**src/hdl/arp_pkg.sv**
```systemverilog
// Package of constants and types for the reference and power-down control block
package arp_pkg;
    // Control word field positions
    localparam int REG_SEL_LSB = 10;        // Register-select field [11:10]
    localparam int ACT_LSB = 7;             // Action-code field [9:7]
    localparam int DEEP_BIT = 6;            // Deep power-down enable
    localparam int NAP_BIT = 5;             // Nap enable
    localparam int AUTO_BIT = 4;            // Auto-nap enable
    localparam int CHAN_LSB = 2;            // Channel-pick field [3:2]
    localparam logic [1:0] REG_SEL_CFG = 2'h1;
    localparam logic [2:0] ACT_DAC_WR = 3'h1;
    localparam logic [2:0] ACT_DAC_RD = 3'h3;
    localparam logic [2:0] ACT_SW_RESET = 3'h5;
    // Values after reset
    localparam logic [9:0] DAC_RESET = 10'h3FF;
    localparam logic [11:0] CFG_RESET = 12'h000;
    // Timing, figures as printed; ns figures turned into cycle counts from the clock, nap wake and conversion given in cycles
    localparam int CLK_HZ = 10_000_000;
    localparam int DEEP_ENTER_NS = 2000;
    localparam int DEEP_WAKE_NS = 1000;
    localparam int NAP_ENTER_NS = 200;
    localparam int SW_RESET_NS = 20;
    localparam int NAP_WAKE_CYC = 6;
    localparam int CONV_CYCLES = 22;
    localparam int CONV_BODY_CYC = CONV_CYCLES - NAP_WAKE_CYC;
    localparam longint NS_PER_S = 1_000_000_000;
    // Longest times round down, least times round up, none below one cycle
    localparam int DEEP_ENTER_CYC = (DEEP_ENTER_NS * CLK_HZ / NS_PER_S) < 1 ? 1
        : int'(DEEP_ENTER_NS * CLK_HZ / NS_PER_S);
    localparam int NAP_ENTER_CYC = (NAP_ENTER_NS * CLK_HZ / NS_PER_S) < 1 ? 1
        : int'(NAP_ENTER_NS * CLK_HZ / NS_PER_S);
    localparam int DEEP_WAKE_CYC = int'((DEEP_WAKE_NS * CLK_HZ + NS_PER_S - 1) / NS_PER_S);
    localparam int SW_RESET_CYC = int'((SW_RESET_NS * CLK_HZ + NS_PER_S - 1) / NS_PER_S);
    localparam int CNT_W = 6;
    // Power states
    typedef enum logic [2:0] {PW_RUN, PW_ENTER, PW_DOWN, PW_WAKE} arp_pwr_t;
    // Write-path interpretation
    typedef enum logic [1:0] {WM_CFG, WM_DAC} arp_wmode_t;
endpackage

```
**src/hdl/arp_timer_if.sv**
```systemverilog
// Interface between control and the power timing counter
`timescale 1ns/1ps
interface arp_timer_if;
    logic load;
    logic [arp_pkg::CNT_W-1:0] count;
    logic done;
    modport ctrl (output load, output count, input done);
    modport tmr (input load, input count, output done);
endinterface

```
**src/hdl/arp_ctrl.sv**
```systemverilog
// Reference DAC programming, power-down modes and software reset of the parallel port
`timescale 1ns/1ps
module arp_ctrl
    import arp_pkg::*;
(
    input wire logic sys_clk,                   // 10 MHz conversion clock
    input wire logic rstn,                      // Synchronous reset, active low
    input wire logic writeStrobe_n,             // Write strobe, active low
    input wire logic readStrobe_n,              // Read strobe, active low
    input wire logic conversion_start_n,        // Conversion start, active low
    input wire logic [11:0] parallelDataIn,     // Data bus from host
    output logic [11:0] parallelDataOut,        // Data bus to host
    output logic parallelDataOe,                // High while driving the bus
    output logic [1:0] channelPick,             // Selected input channel
    output logic analogEnable,                  // Analog blocks powered
    output logic biasEnable,                    // Comparator and buffer bias on
    output logic convBusy,                      // Conversion running
    output logic deviceReady,                   // Interface accepts accesses
    output logic [9:0] referenceLevel           // Reference DAC setting
);
    arp_timer_if tif ();
    arp_timer u_timer (.sysClk(sys_clk), .rstn(rstn), .tif(tif));

    logic wrPrev_r, rdPrev_r, csPrev_r;
    logic [11:0] cfg_r, cfg_nxt;
    logic [9:0] dac_r, dac_nxt;
    arp_wmode_t wmode_r, wmode_nxt;
    logic rdDac_r, rdDac_nxt;
    logic [11:0] dout_r, dout_nxt;
    arp_pwr_t pwr_r, pwr_nxt;
    logic deepMode_r, deepMode_nxt;
    logic [4:0] conv_r, conv_nxt;
    logic convOn_r, convOn_nxt;
    logic [1:0] swRst_r, swRst_nxt;
    logic wrRise, rdFall, csFall, cfgWr;
    logic [2:0] act;

    // Field decode used on every configuration write
    function automatic logic isCtl(input logic [11:0] w, input logic [2:0] code);
        return w[REG_SEL_LSB +: 2] == REG_SEL_CFG && w[ACT_LSB +: 3] == code;
    endfunction

    assign wrRise = writeStrobe_n && !wrPrev_r;
    assign rdFall = !readStrobe_n && rdPrev_r;
    assign csFall = !conversion_start_n && csPrev_r;
    assign act = parallelDataIn[ACT_LSB +: 3];
    assign cfgWr = wrRise && wmode_r == WM_CFG && swRst_r == '0;

    always_ff @(posedge sys_clk) begin
        if (!rstn) begin
            wrPrev_r <= 1'b1;
            rdPrev_r <= 1'b1;
            csPrev_r <= 1'b1;
        end else begin
            wrPrev_r <= writeStrobe_n;
            rdPrev_r <= readStrobe_n;
            csPrev_r <= conversion_start_n;
        end
    end

    // Register write path; the strobe's rising edge commits everything
    always_comb begin
        cfg_nxt = cfg_r;
        dac_nxt = dac_r;
        wmode_nxt = wmode_r;
        rdDac_nxt = rdDac_r;
        dout_nxt = dout_r;
        swRst_nxt = swRst_r == '0 ? swRst_r : swRst_r - 2'h1;
        // Read first, so a read command committed in the same cycle survives
        if (rdFall) begin
            dout_nxt = rdDac_r ? {2'h0, dac_r} : 12'h000;
            rdDac_nxt = 1'b0;
        end
        if (wrRise && wmode_r == WM_DAC) begin
            dac_nxt = parallelDataIn[9:0];
            wmode_nxt = WM_CFG;
        end else if (cfgWr) begin
            if (isCtl(parallelDataIn, ACT_SW_RESET)) begin
                swRst_nxt = 2'(SW_RESET_CYC);
                cfg_nxt = CFG_RESET;
                dac_nxt = DAC_RESET;
                rdDac_nxt = 1'b0;
            end else begin
                cfg_nxt = parallelDataIn;
                wmode_nxt = isCtl(parallelDataIn, ACT_DAC_WR) ? WM_DAC : WM_CFG;
                rdDac_nxt = isCtl(parallelDataIn, ACT_DAC_RD);
            end
        end
    end

    always_ff @(posedge sys_clk) begin
        if (!rstn) begin
            cfg_r <= CFG_RESET;
            dac_r <= DAC_RESET;
            wmode_r <= WM_CFG;
            rdDac_r <= 1'b0;
            dout_r <= 12'h000;
            swRst_r <= 2'h0;
        end else begin
            cfg_r <= cfg_nxt;
            dac_r <= dac_nxt;
            wmode_r <= wmode_nxt;
            rdDac_r <= rdDac_nxt;
            dout_r <= dout_nxt;
            swRst_r <= swRst_nxt;
        end
    end

    // Power state; only reads cfg, never writes it
    always_comb begin
        logic wantDeep, wantNap, autoOn;
        wantDeep = cfg_r[DEEP_BIT];
        wantNap = cfg_r[NAP_BIT];
        autoOn = cfg_r[AUTO_BIT];
        pwr_nxt = pwr_r;
        deepMode_nxt = deepMode_r;
        tif.load = 1'b0;
        tif.count = '0;
        // Timer runs down to zero inclusive, so each load is one less than the cycles wanted
        case (pwr_r)
            PW_RUN: begin
                if (cfgWr && (parallelDataIn[DEEP_BIT] || parallelDataIn[NAP_BIT])) begin
                    pwr_nxt = PW_ENTER;
                    deepMode_nxt = parallelDataIn[DEEP_BIT];
                    tif.load = 1'b1;
                    tif.count = parallelDataIn[DEEP_BIT] ? CNT_W'(DEEP_ENTER_CYC - 1) : CNT_W'(NAP_ENTER_CYC - 1);
                end else if (autoOn && convOn_r && conv_r == 5'h1) begin
                    pwr_nxt = PW_ENTER;
                    deepMode_nxt = 1'b0;
                    tif.load = 1'b1;
                    tif.count = CNT_W'(NAP_ENTER_CYC - 1);
                end
            end
            PW_ENTER: begin
                if (tif.done) begin
                    pwr_nxt = PW_DOWN;
                end
            end
            PW_DOWN: begin
                if (deepMode_r ? !wantDeep : (!wantNap && !(autoOn && !csFall))) begin
                    pwr_nxt = PW_WAKE;
                    tif.load = 1'b1;
                    tif.count = deepMode_r ? CNT_W'(DEEP_WAKE_CYC - 1) : CNT_W'(NAP_WAKE_CYC - 1);
                end
            end
            PW_WAKE: begin
                if (tif.done) begin
                    pwr_nxt = PW_RUN;
                end
            end
            default: pwr_nxt = PW_RUN;
        endcase
        if (swRst_r != '0) begin
            pwr_nxt = PW_RUN;
        end
    end

    always_ff @(posedge sys_clk) begin
        if (!rstn) begin
            pwr_r <= PW_RUN;
            deepMode_r <= 1'b0;
        end else begin
            pwr_r <= pwr_nxt;
            deepMode_r <= deepMode_nxt;
        end
    end

    // Conversion timer: counts the 16-clock body; auto-nap wake adds 6
    always_comb begin
        conv_nxt = conv_r;
        convOn_nxt = convOn_r;
        if (convOn_r) begin
            conv_nxt = conv_r - 5'h1;
            convOn_nxt = conv_r != 5'h1;
        end
        if (pwr_r == PW_WAKE && !deepMode_r && cfg_r[AUTO_BIT] && tif.done) begin
            convOn_nxt = 1'b1;
            conv_nxt = 5'(CONV_BODY_CYC);
        end else if (csFall && pwr_r == PW_RUN && !convOn_r) begin
            convOn_nxt = 1'b1;
            conv_nxt = 5'(CONV_BODY_CYC);
        end
        if (pwr_r != PW_RUN && pwr_nxt == PW_ENTER || swRst_r != '0
            || cfgWr && (parallelDataIn[DEEP_BIT] || parallelDataIn[NAP_BIT])) begin
            convOn_nxt = 1'b0;
            conv_nxt = 5'h0;
        end
    end

    always_ff @(posedge sys_clk) begin
        if (!rstn) begin
            conv_r <= 5'h0;
            convOn_r <= 1'b0;
        end else begin
            conv_r <= conv_nxt;
            convOn_r <= convOn_nxt;
        end
    end

    // Outputs
    assign parallelDataOut = dout_r;
    assign parallelDataOe = !readStrobe_n;
    assign channelPick = cfg_r[CHAN_LSB +: 2];
    assign referenceLevel = dac_r;
    assign analogEnable = !(deepMode_r && pwr_r == PW_DOWN);
    assign biasEnable = pwr_r != PW_DOWN;
    assign convBusy = convOn_r;
    assign deviceReady = swRst_r == '0;

    // Assertions
    a_dac_capture: assert property (@(posedge sys_clk) disable iff (!rstn)
        wrRise && wmode_r == WM_DAC |=> dac_r == $past(parallelDataIn[9:0]) && wmode_r == WM_CFG)
        else $error("DAC data not captured");
    a_dac_upper_zero: assert property (@(posedge sys_clk) disable iff (!rstn)
        rdFall && rdDac_r |=> parallelDataOut[11:10] == 2'h0)
        else $error("DAC readback upper bits not zero");
    a_dac_read: assert property (@(posedge sys_clk) disable iff (!rstn)
        rdFall && rdDac_r |=> parallelDataOut[9:0] == $past(dac_r))
        else $error("DAC readback wrong");
    a_nap_enter: assert property (@(posedge sys_clk) disable iff (!rstn)
        cfgWr && parallelDataIn[NAP_BIT] && !parallelDataIn[DEEP_BIT] && pwr_r == PW_RUN
        |=> ##[1:3] !biasEnable)
        else $error("Nap not entered in time");
    a_abort_conv: assert property (@(posedge sys_clk) disable iff (!rstn)
        cfgWr && (parallelDataIn[DEEP_BIT] || parallelDataIn[NAP_BIT]) |=> !convBusy)
        else $error("Conversion not aborted");
    a_cfg_stable: assert property (@(posedge sys_clk) disable iff (!rstn)
        !wrRise && swRst_r == '0 |=> cfg_r == $past(cfg_r))
        else $error("Config changed without write");
    a_sw_reset: assert property (@(posedge sys_clk) disable iff (!rstn)
        cfgWr && isCtl(parallelDataIn, ACT_SW_RESET) |=> !deviceReady && dac_r == DAC_RESET ##1 deviceReady)
        else $error("Software reset wrong");
    a_deep_wake: assert property (@(posedge sys_clk) disable iff (!rstn)
        pwr_r == PW_DOWN && deepMode_r && !cfg_r[DEEP_BIT]
        |=> pwr_r == PW_WAKE && analogEnable ##9 pwr_r == PW_WAKE ##1 pwr_r == PW_RUN)
        else $error("Deep wake time wrong");
    a_next_is_data: assert property (@(posedge sys_clk) disable iff (!rstn)
        cfgWr && isCtl(parallelDataIn, ACT_DAC_WR) |=> wmode_r == WM_DAC)
        else $error("DAC write not armed");
    c_dac_write: cover property (@(posedge sys_clk) wrRise && wmode_r == WM_DAC);
    c_deep_down: cover property (@(posedge sys_clk) !analogEnable);
    c_auto_conv: cover property (@(posedge sys_clk) pwr_r == PW_WAKE && cfg_r[AUTO_BIT] ##1 convBusy);
    c_sw_reset: cover property (@(posedge sys_clk) !deviceReady);
endmodule

```
**src/hdl/arp_timer.sv**
```systemverilog
// Down counter that times power-state transitions
`timescale 1ns/1ps
module arp_timer
    import arp_pkg::*;
(
    input wire logic sysClk,    // System clock
    input wire logic rstn,      // Synchronous reset, active low
    arp_timer_if.tmr tif        // Load and done
);
    logic [CNT_W-1:0] cnt_r;
    logic [CNT_W-1:0] cnt_nxt;

    // Load wins, else count toward zero
    always_comb begin
        cnt_nxt = cnt_r;
        if (tif.load) begin
            cnt_nxt = tif.count;
        end else if (cnt_r != '0) begin
            cnt_nxt = cnt_r - 1'b1;
        end
    end

    always_ff @(posedge sysClk) begin
        if (!rstn) begin
            cnt_r <= '0;
        end else begin
            cnt_r <= cnt_nxt;
        end
    end

    // Done looks at the count only, so control can read it beside load with no loop
    assign tif.done = cnt_r == '0;
endmodule

```
**config.mk**
```make
export PLATFORM = sky130hd
export DESIGN_NAME = arp_ctrl
export DESIGN_NICKNAME = d
export VERILOG_FILES = /design/src/hdl/arp_pkg.sv /design/src/hdl/arp_timer_if.sv /design/src/hdl/arp_ctrl.sv /design/src/hdl/arp_timer.sv
export SDC_FILE = /design/constraint.sdc
export NUM_CORES = 1
export LEC_CHECK = 0
export BUFFER_PORTS_ARGS = -buffer_cell sky130_fd_sc_hd__buf_2
export CAP_MARGIN = 20
export CELL_PAD_IN_SITES_DETAIL_PLACEMENT = 2
export CELL_PAD_IN_SITES_GLOBAL_PLACEMENT = 2
export CORE_MARGIN = 2
export CORE_UTILIZATION = 32
export DETAILED_ROUTE_END_ITERATION = 7
export PLACE_DENSITY_LB_ADDON = 0.1
export SYNTH_ARGS = -nofsm -noshare
export SYNTH_HDL_FRONTEND = slang
export SYNTH_SLANG_ARGS = --single-unit
```
**constraint.sdc**
```tcl
create_clock -name sys_clk -period 2.65 [get_ports sys_clk]
set_clock_uncertainty 0.15 [all_clocks]
set_input_delay 0 -clock sys_clk [delete_from_list [all_inputs] [get_ports sys_clk]]
set_output_delay 0 -clock sys_clk [all_outputs]
set_load 0.05 [all_outputs]
```
# After elaboration in Yosys (flattened, before gate mapping)

Index checks and enable logic that the tools add are counted.

Register bits: 53
Bits of input ports: 17
Logic and storage cells: 128

$add $sub $neg: 3
Equal/unequal tests: 12
Muxes and demuxes: 42
Bitwise gates (word level): 3
Reductions and logical operators: 53

Operator list:

| kind                                                | count |
|---|---|
| two-way mux 10 bit                                  | 4 |
| two-way mux 5 bit                                   | 5 |
| logical AND 1 bit                                   | 21 |
| two-way mux 3 bit                                   | 6 |
| two-way mux 1 bit                                   | 15 |
| two-way mux 6 bit                                   | 2 |
| case mux 3 bit (4 select lines)                     | 1 |
| logical NOT 1 bit                                   | 10 |
| case mux 5 bit (2 select lines)                     | 1 |
| nonzero test 2 bit                                  | 5 |
| equality test 3 x 1 -> 1 bit, second input constant | 3 |
| equality test 3 x 2 -> 1 bit, second input constant | 3 |
| two-way mux 2 bit                                   | 4 |
| two-way mux 4 bit                                   | 2 |
| AND reduction 2 bit                                 | 4 |
| two-way mux 7 bit                                   | 1 |
| logical NOT 6 bit                                   | 1 |
| nonzero test 3 bit                                  | 2 |
| nonzero test 6 bit                                  | 1 |
| subtractor 6 x 1 -> 6 bit, second input constant    | 1 |
| equality test 5 x 1 -> 1 bit, second input constant | 1 |
| != test 5 x 1 -> 1 bit, second input constant       | 1 |
| subtractor 5 x 1 -> 5 bit, second input constant    | 1 |
| equality test 2 x 1 -> 1 bit, second input constant | 2 |
| 10 further kinds                                    | 16 |

# Depth between registers and ports, before layout

Depth after elaboration: 15
Gate-level depth with buffers: 7
Depth with buffers taken out: 7

# Cells and area by module

A second synthesis with hierarchy kept.

Cells, all modules: 254
Area, all modules: 2223.4 µm²

By module, submodules not included:

| module    | times used | cells each | area each (µm²) | sequential area each (µm²) |
|---|---|---|---|---|
| arp_ctrl  | 1          | 211        | 1866.8          | 840.8 |
| arp_timer | 1          | 43         | 356.6           | 120.1 |

# Least setup slack after synthesis

No wires, ideal clock.

Kind: register to register
Start: reg swRst_r[1]
End: reg conv_r[1]
Arrival time: 1878 ps
Required time: 2414 ps
Slack: 537 ps
Stages on the path, launching flop included: 6
Buffers on the path: 0
Clock period less this slack: 2113 ps
Cells stage by stage: dfxtp_1 -> nor2_1 -> nand2_1 -> a211o_1 -> nand2b_1 -> a211oi_1

Longest elaborated chain between the ends: 11
Elaborated cells on any way between the ends: 12
Those cells by class: eq/ne (1); mux (3); reduce/logical (8)

Ends and longest elaborated chain:

| element                          | RTL line                         | source |
|---|---|---|
| start: declaration               | arp_ctrl.sv:34                   | `logic [1:0] swRst_r, swRst_nxt;` |
| start signal: assignment         | arp_ctrl.sv:105                  | `swRst_r <= swRst_nxt;` |
| logical NOT 2 bit (*)            | -                                |  |
| named net deviceReady            | arp_ctrl.sv:18                   | `output logic deviceReady,` |
| logical AND 1 bit (*)            | arp_ctrl.sv:47                   | `assign cfgWr = wrRise && wmode_r == WM_CFG && swRst_r == '0;` |
| logical AND 1 bit (*)            | arp_ctrl.sv:122, arp_ctrl.sv:184 |  |
| two-way mux 3 bit                | arp_ctrl.sv:122                  | `if (cfgWr && (parallelDataIn[DEEP_BIT] \|\| parallelDataIn[NAP_BIT])) begin` |
| case mux 3 bit (4 select lines)  | arp_ctrl.sv:120                  | `case (pwr_r)` |
| two-way mux 3 bit                | arp_ctrl.sv:153                  | `if (swRst_r != '0) begin` |
| equality test 3 x 1 -> 1 bit     | arp_ctrl.sv:183                  | `if (pwr_r != PW_RUN && pwr_nxt == PW_ENTER \|\| swRst_r != '0` |
| logical AND 1 bit                | arp_ctrl.sv:183                  |  |
| logical OR 1 bit                 | arp_ctrl.sv:183                  |  |
| logical OR 1 bit (*)             | arp_ctrl.sv:184                  | `\|\| cfgWr && (parallelDataIn[DEEP_BIT] \|\| parallelDataIn[NAP_BIT])) begin` |
| OR reduction 4 bit (no line) (*) | -                                |  |
| end signal: assignment           | arp_ctrl.sv:195                  | `conv_r <= conv_nxt;` |
| end: declaration                 | arp_ctrl.sv:32                   | `logic [4:0] conv_r, conv_nxt;` |

Mark *: on every way through the listed nets, which the timed path passes. The rest lies on a longest branch.
A chain may end at the register's enable or synchronous reset.

# Worst setup path in the final report

Start: reg conv_r[1]
End: reg u_timer.cnt_r[2]

Longest elaborated chain between the ends: 6
Elaborated cells on any way between the ends: 7
Those cells by class: eq/ne (1); mux (4); reduce/logical (2)

Ends and longest elaborated chain:

| element                                                 | RTL line        | source |
|---|---|---|
| equality test 5 x 1 -> 1 bit (*)                        | arp_ctrl.sv:127 | `end else if (autoOn && convOn_r && conv_r == 5'h1) begin` |
| logical AND 1 bit (*)                                   | arp_ctrl.sv:127 |  |
| two-way mux 1 bit (*)                                   | arp_ctrl.sv:127 |  |
| two-way mux 1 bit (*)                                   | arp_ctrl.sv:122 |  |
| case mux 1 bit (2 select lines) (*)                     | arp_ctrl.sv:120 |  |
| two-way mux 6 bit or nonzero test 2 bit (tied branches) | -               |  |
| end signal: assignment                                  | arp_timer.sv:27 | `cnt_r <= cnt_nxt;` |
| end: declaration                                        | arp_timer.sv:10 | `logic [CNT_W-1:0] cnt_r;` |

Mark *: on every way between the ends. The rest lies on a longest branch, timed or not.

==> impl_metrics.yaml <==
sta:
  fin_setup_tns_ns: 0
  slew_violations: 0
  max_clock_freq_mhz: 488.6
  hold_violations: 0
  min_period_ns: 2.047
  finalSetupViolations: 0
  max_slew_margin_pct: 46.47
  post-route-period-util_pct: 77.23
  hold_ws_ns: 0.2835
  rsz0062_at_grt: "false"
  tightest_slew_ns: 0.8014
  fin_ws_ns: 0.6034
setup_path:
  cp_max_fo: 3
  reg2reg_from: "conv_r[1]$_SDFFE_PP0P_"
  path_cells: "inv_1 -> ha_1 -> nor4b_1 -> buf_4 -> a31o_2 -> o221a_2 -> o21ai_0 -> nor2_1"
  crit_arrival_ns: 2.09
  critPathKind: "reg -> reg"
  r2r_cells: 8
  worstSetupEndpointType: "flip-flop"
  critical_path_required_ns: 2.69
  cpPeakStageDelay_ns: 0.36
  reg2reg_to: "u_timer.cnt_r[2]$_SDFFE_PN0P_"
  ff2ff_setup_slack_ns: 0.60
  cp-start-kind: "flip-flop"
  slowest_stage: "dfxtp_1"
run:
  max_cap_viol_count: 0
place:
  io_buffers: 43
  dpl.hpwl_um: 4103
  dp_slack_ns: 0.5903
  finalWeightedCongestion: 0.7200
  dp_cells: 341
  place_area_um2: 2340
cells_and_area:
  final_area_um2: 2621
  instances_no_fill: 365
  area_growth_syn_to_layout_pct: 26.13
  diodes: 0
  fillers: 725
  multi_input_area_um2: 1007
  seqCellArea_um2: 960.9
  nNetsFinal: 308
  post-route-util_pct: 41.52
  final_layout_size_suffix_gt1_share_pct: 21.88
clock_network:
  cts_tree: "done"
  clkLatencyLatePin_ns: 0.30
  cts_sinks: 48
  htreeDepth: 2
  cts-root-buf: "clkbuf_8"
  cts_inserted_buffers: 5
  clockBufferDepth: 2
  cts-resized-gates: 0
  cts.clk_slew.worst_paths_ns: 0.09
die:
  design.die.area_um2: 7155
  core_area_um2: 6314
  initial_core_util_pct: 32.92
  die_width_um: 84.59
  rows: 29
  boundaryPins: 46
  die_y_um: 84.59
route:
  detail_route.wl_per_cell_um: 15.87
  routed_wirelength_um: 5792
  drc_errors: 0
  vias_per_cell: 5.079
  drtIter0Drc: 55
  vias: 1854
  detail-route-antenna-nets: 0
  drtPass1Iterations: 4
logic_synthesis:
  synth_flop_cell: "dfxtp_1"
  synthesis.area_um2: 2078
  synthCells: 231
  synth_top_area_share_pct: 46.24
  synth_top_cell_by_area: "dfxtp_1"
  synth_edf_count: 0
  yosysWarnings: 0
  yosys_register_bits: 48
  ys_types: 47
  syn_avg_cell_area_um2: 8.997
  yosysSeqAreaShare_pct: 46.24
  synth_area_leaders: "dfxtp_1 46%, nand2_1 6.0%, a21boi_0 4.0%, o22ai_1 3.6%, nand3_1 3.1%"
  async_reset_ff_share_pct: 0
grt:
  first_global_vias: 1964
  grt_pass1_wl_um: 10010
  track_usage_pct: 17.38
  grt.overflow.total: 0
  antenna_found_initial: 0
  grt_start_max_net_pins: 39
run_status:
  status: "complete, no violations"
power_and_ir_drop:
  p_total_mw: 1.875
  peakVddDrop_mv: 0.4244
  p_leak_nw: 1.028
  power_density_nw_per_um2: 715.5
hold_path:
  hold_class: "in -> reg"
  hold_end: "csPrev_r$_SDFF_PN1_"
  hold_path_depth: 3
  holdCritStartpoint: "conversion_start_n"
[layout by cell type (no fill, tap or decap), drive strengths merged, types with 2 or more instances in the layout]
| cell type | n |
|---|---|
| o21ai | 6 |
| conb | 3 |
| a211oi | 4 |
| a22oi | 5 |
| or4b | 2 |
| nor3 | 7 |
| and3 | 2 |
| nor4b | 2 |
| a21oi | 4 |
| inv | 10 |
| a32oi | 2 |
| nand2 | 33 |
| nand3b | 2 |
| nor2b | 8 |
| ha | 4 |
| a21boi | 12 |
| dfxtp | 48 |
| xnor2 | 6 |
| nand3 | 13 |
| o22ai | 12 |
| xor2 | 3 |
| nand2b | 5 |
| clkbuf | 6 |
| dlygate4sd3 | 16 |
| buf | 46 |
| nor2 | 10 |
[worst max path at each step]
stage	from	end	slack, ns	cells past startpoint
after floorplan	swRst_r[1]$_SDFF_PN0_	conv_r[1]$_SDFFE_PP0P_	0.54	5
after global placement	conv_r[1]$_SDFFE_PP0P_	u_timer.cnt_r[4]$_SDFFE_PN0P_	0.66	8
after detailed placement	conv_r[1]$_SDFFE_PP0P_	u_timer.cnt_r[2]$_SDFFE_PN0P_	0.59	8
after CTS	conv_r[1]$_SDFFE_PP0P_	u_timer.cnt_r[2]$_SDFFE_PN0P_	0.57	8
after global routing	conv_r[1]$_SDFFE_PP0P_	u_timer.cnt_r[2]$_SDFFE_PN0P_	0.37	8
final	conv_r[1]$_SDFFE_PP0P_	u_timer.cnt_r[2]$_SDFFE_PN0P_	0.60	8
[where the power goes]
group / switching [mW] / internal [mW]
sequential: 0.0497 / 0.780
combinational: 0.257 / 0.221
clock: 0.259 / 0.309
total: 0.566 / 1.31
[Yosys cell counts, types with 2 or more instances]
library cell and instances:
dfxtp_1 48, nand2_1 33, nand3b_1 2, a22oi_1 5
o21ai_0 5, xor2_1 3, a32oi_1 2, ha_1 4
nor2_1 10, o22ai_1 12, clkbuf_1 9, nor2b_1 8
inv_1 10, nor3_1 6, and3_1 2, nor4b_1 2
a21boi_0 11, a21oi_1 4, xnor2_1 6, nand3_1 13
nand2b_1 5, buf_4 4, a211oi_1 3
[cell type report]
cell class,count,area share [%]
well taps,77,3.675
clock inverters,2,1.480
flip-flops and latches,48,36.66
multi-input cells,160,38.43
repair buffers,62,15.18
clock buffers,6,3.150
inverters,10,1.432
[timing repair]
item,4_1_cts,5_1_grt
hold endpoints to repair,22,0
endpoints found under the setup margin,0,0
hold buffers,16,0
setup buffers,0,0
[per-layer routing]
layer	share of wire (%)	vias up	GRT usage, %
met5	0	-	0
met4	1.3	0	4.762
met3	3.6	7	3.343
met2	51	35	30.92
met1	44	899	21.38
li1	-	913	-
[flip-flops by register name, indices dropped and copies added (netlist names), 2 cells and up]
name and cells:
parallelDataOut 10, referenceLevel 10, u_timer.cnt_r 6, cfg_r 5, conv_r 5, pwr_r 3, swRst_r 2
[worst max-delay path: cells and delay by family, from the launching register on]
family	cells	cell delay [ns]
AO/OA/AOI/OAI	3	0.81
flip-flops	1	0.36
AND/OR/NAND/NOR	2	0.23
buffers and inverters	2	0.21
adder cells (fa/ha/maj)	1	0.18
[logic make-up after synthesis]
| logic type | count (synthesis) | share of synthesized area [%] |
|---|---|---|
| and+or+nand+nor | 92 | 23.30 |
| AOI/OAI and AO/OA | 52 | 18.42 |
| DFF | 48 | 46.24 |
| buffers and inverters | 25 | 5.659 |
| xor gates and xnor gates | 9 | 3.793 |
| adders and majority gates | 4 | 2.408 |
| other | 1 | 0.1804 |
No activity file was read; power rests on OpenSTA's default activity.
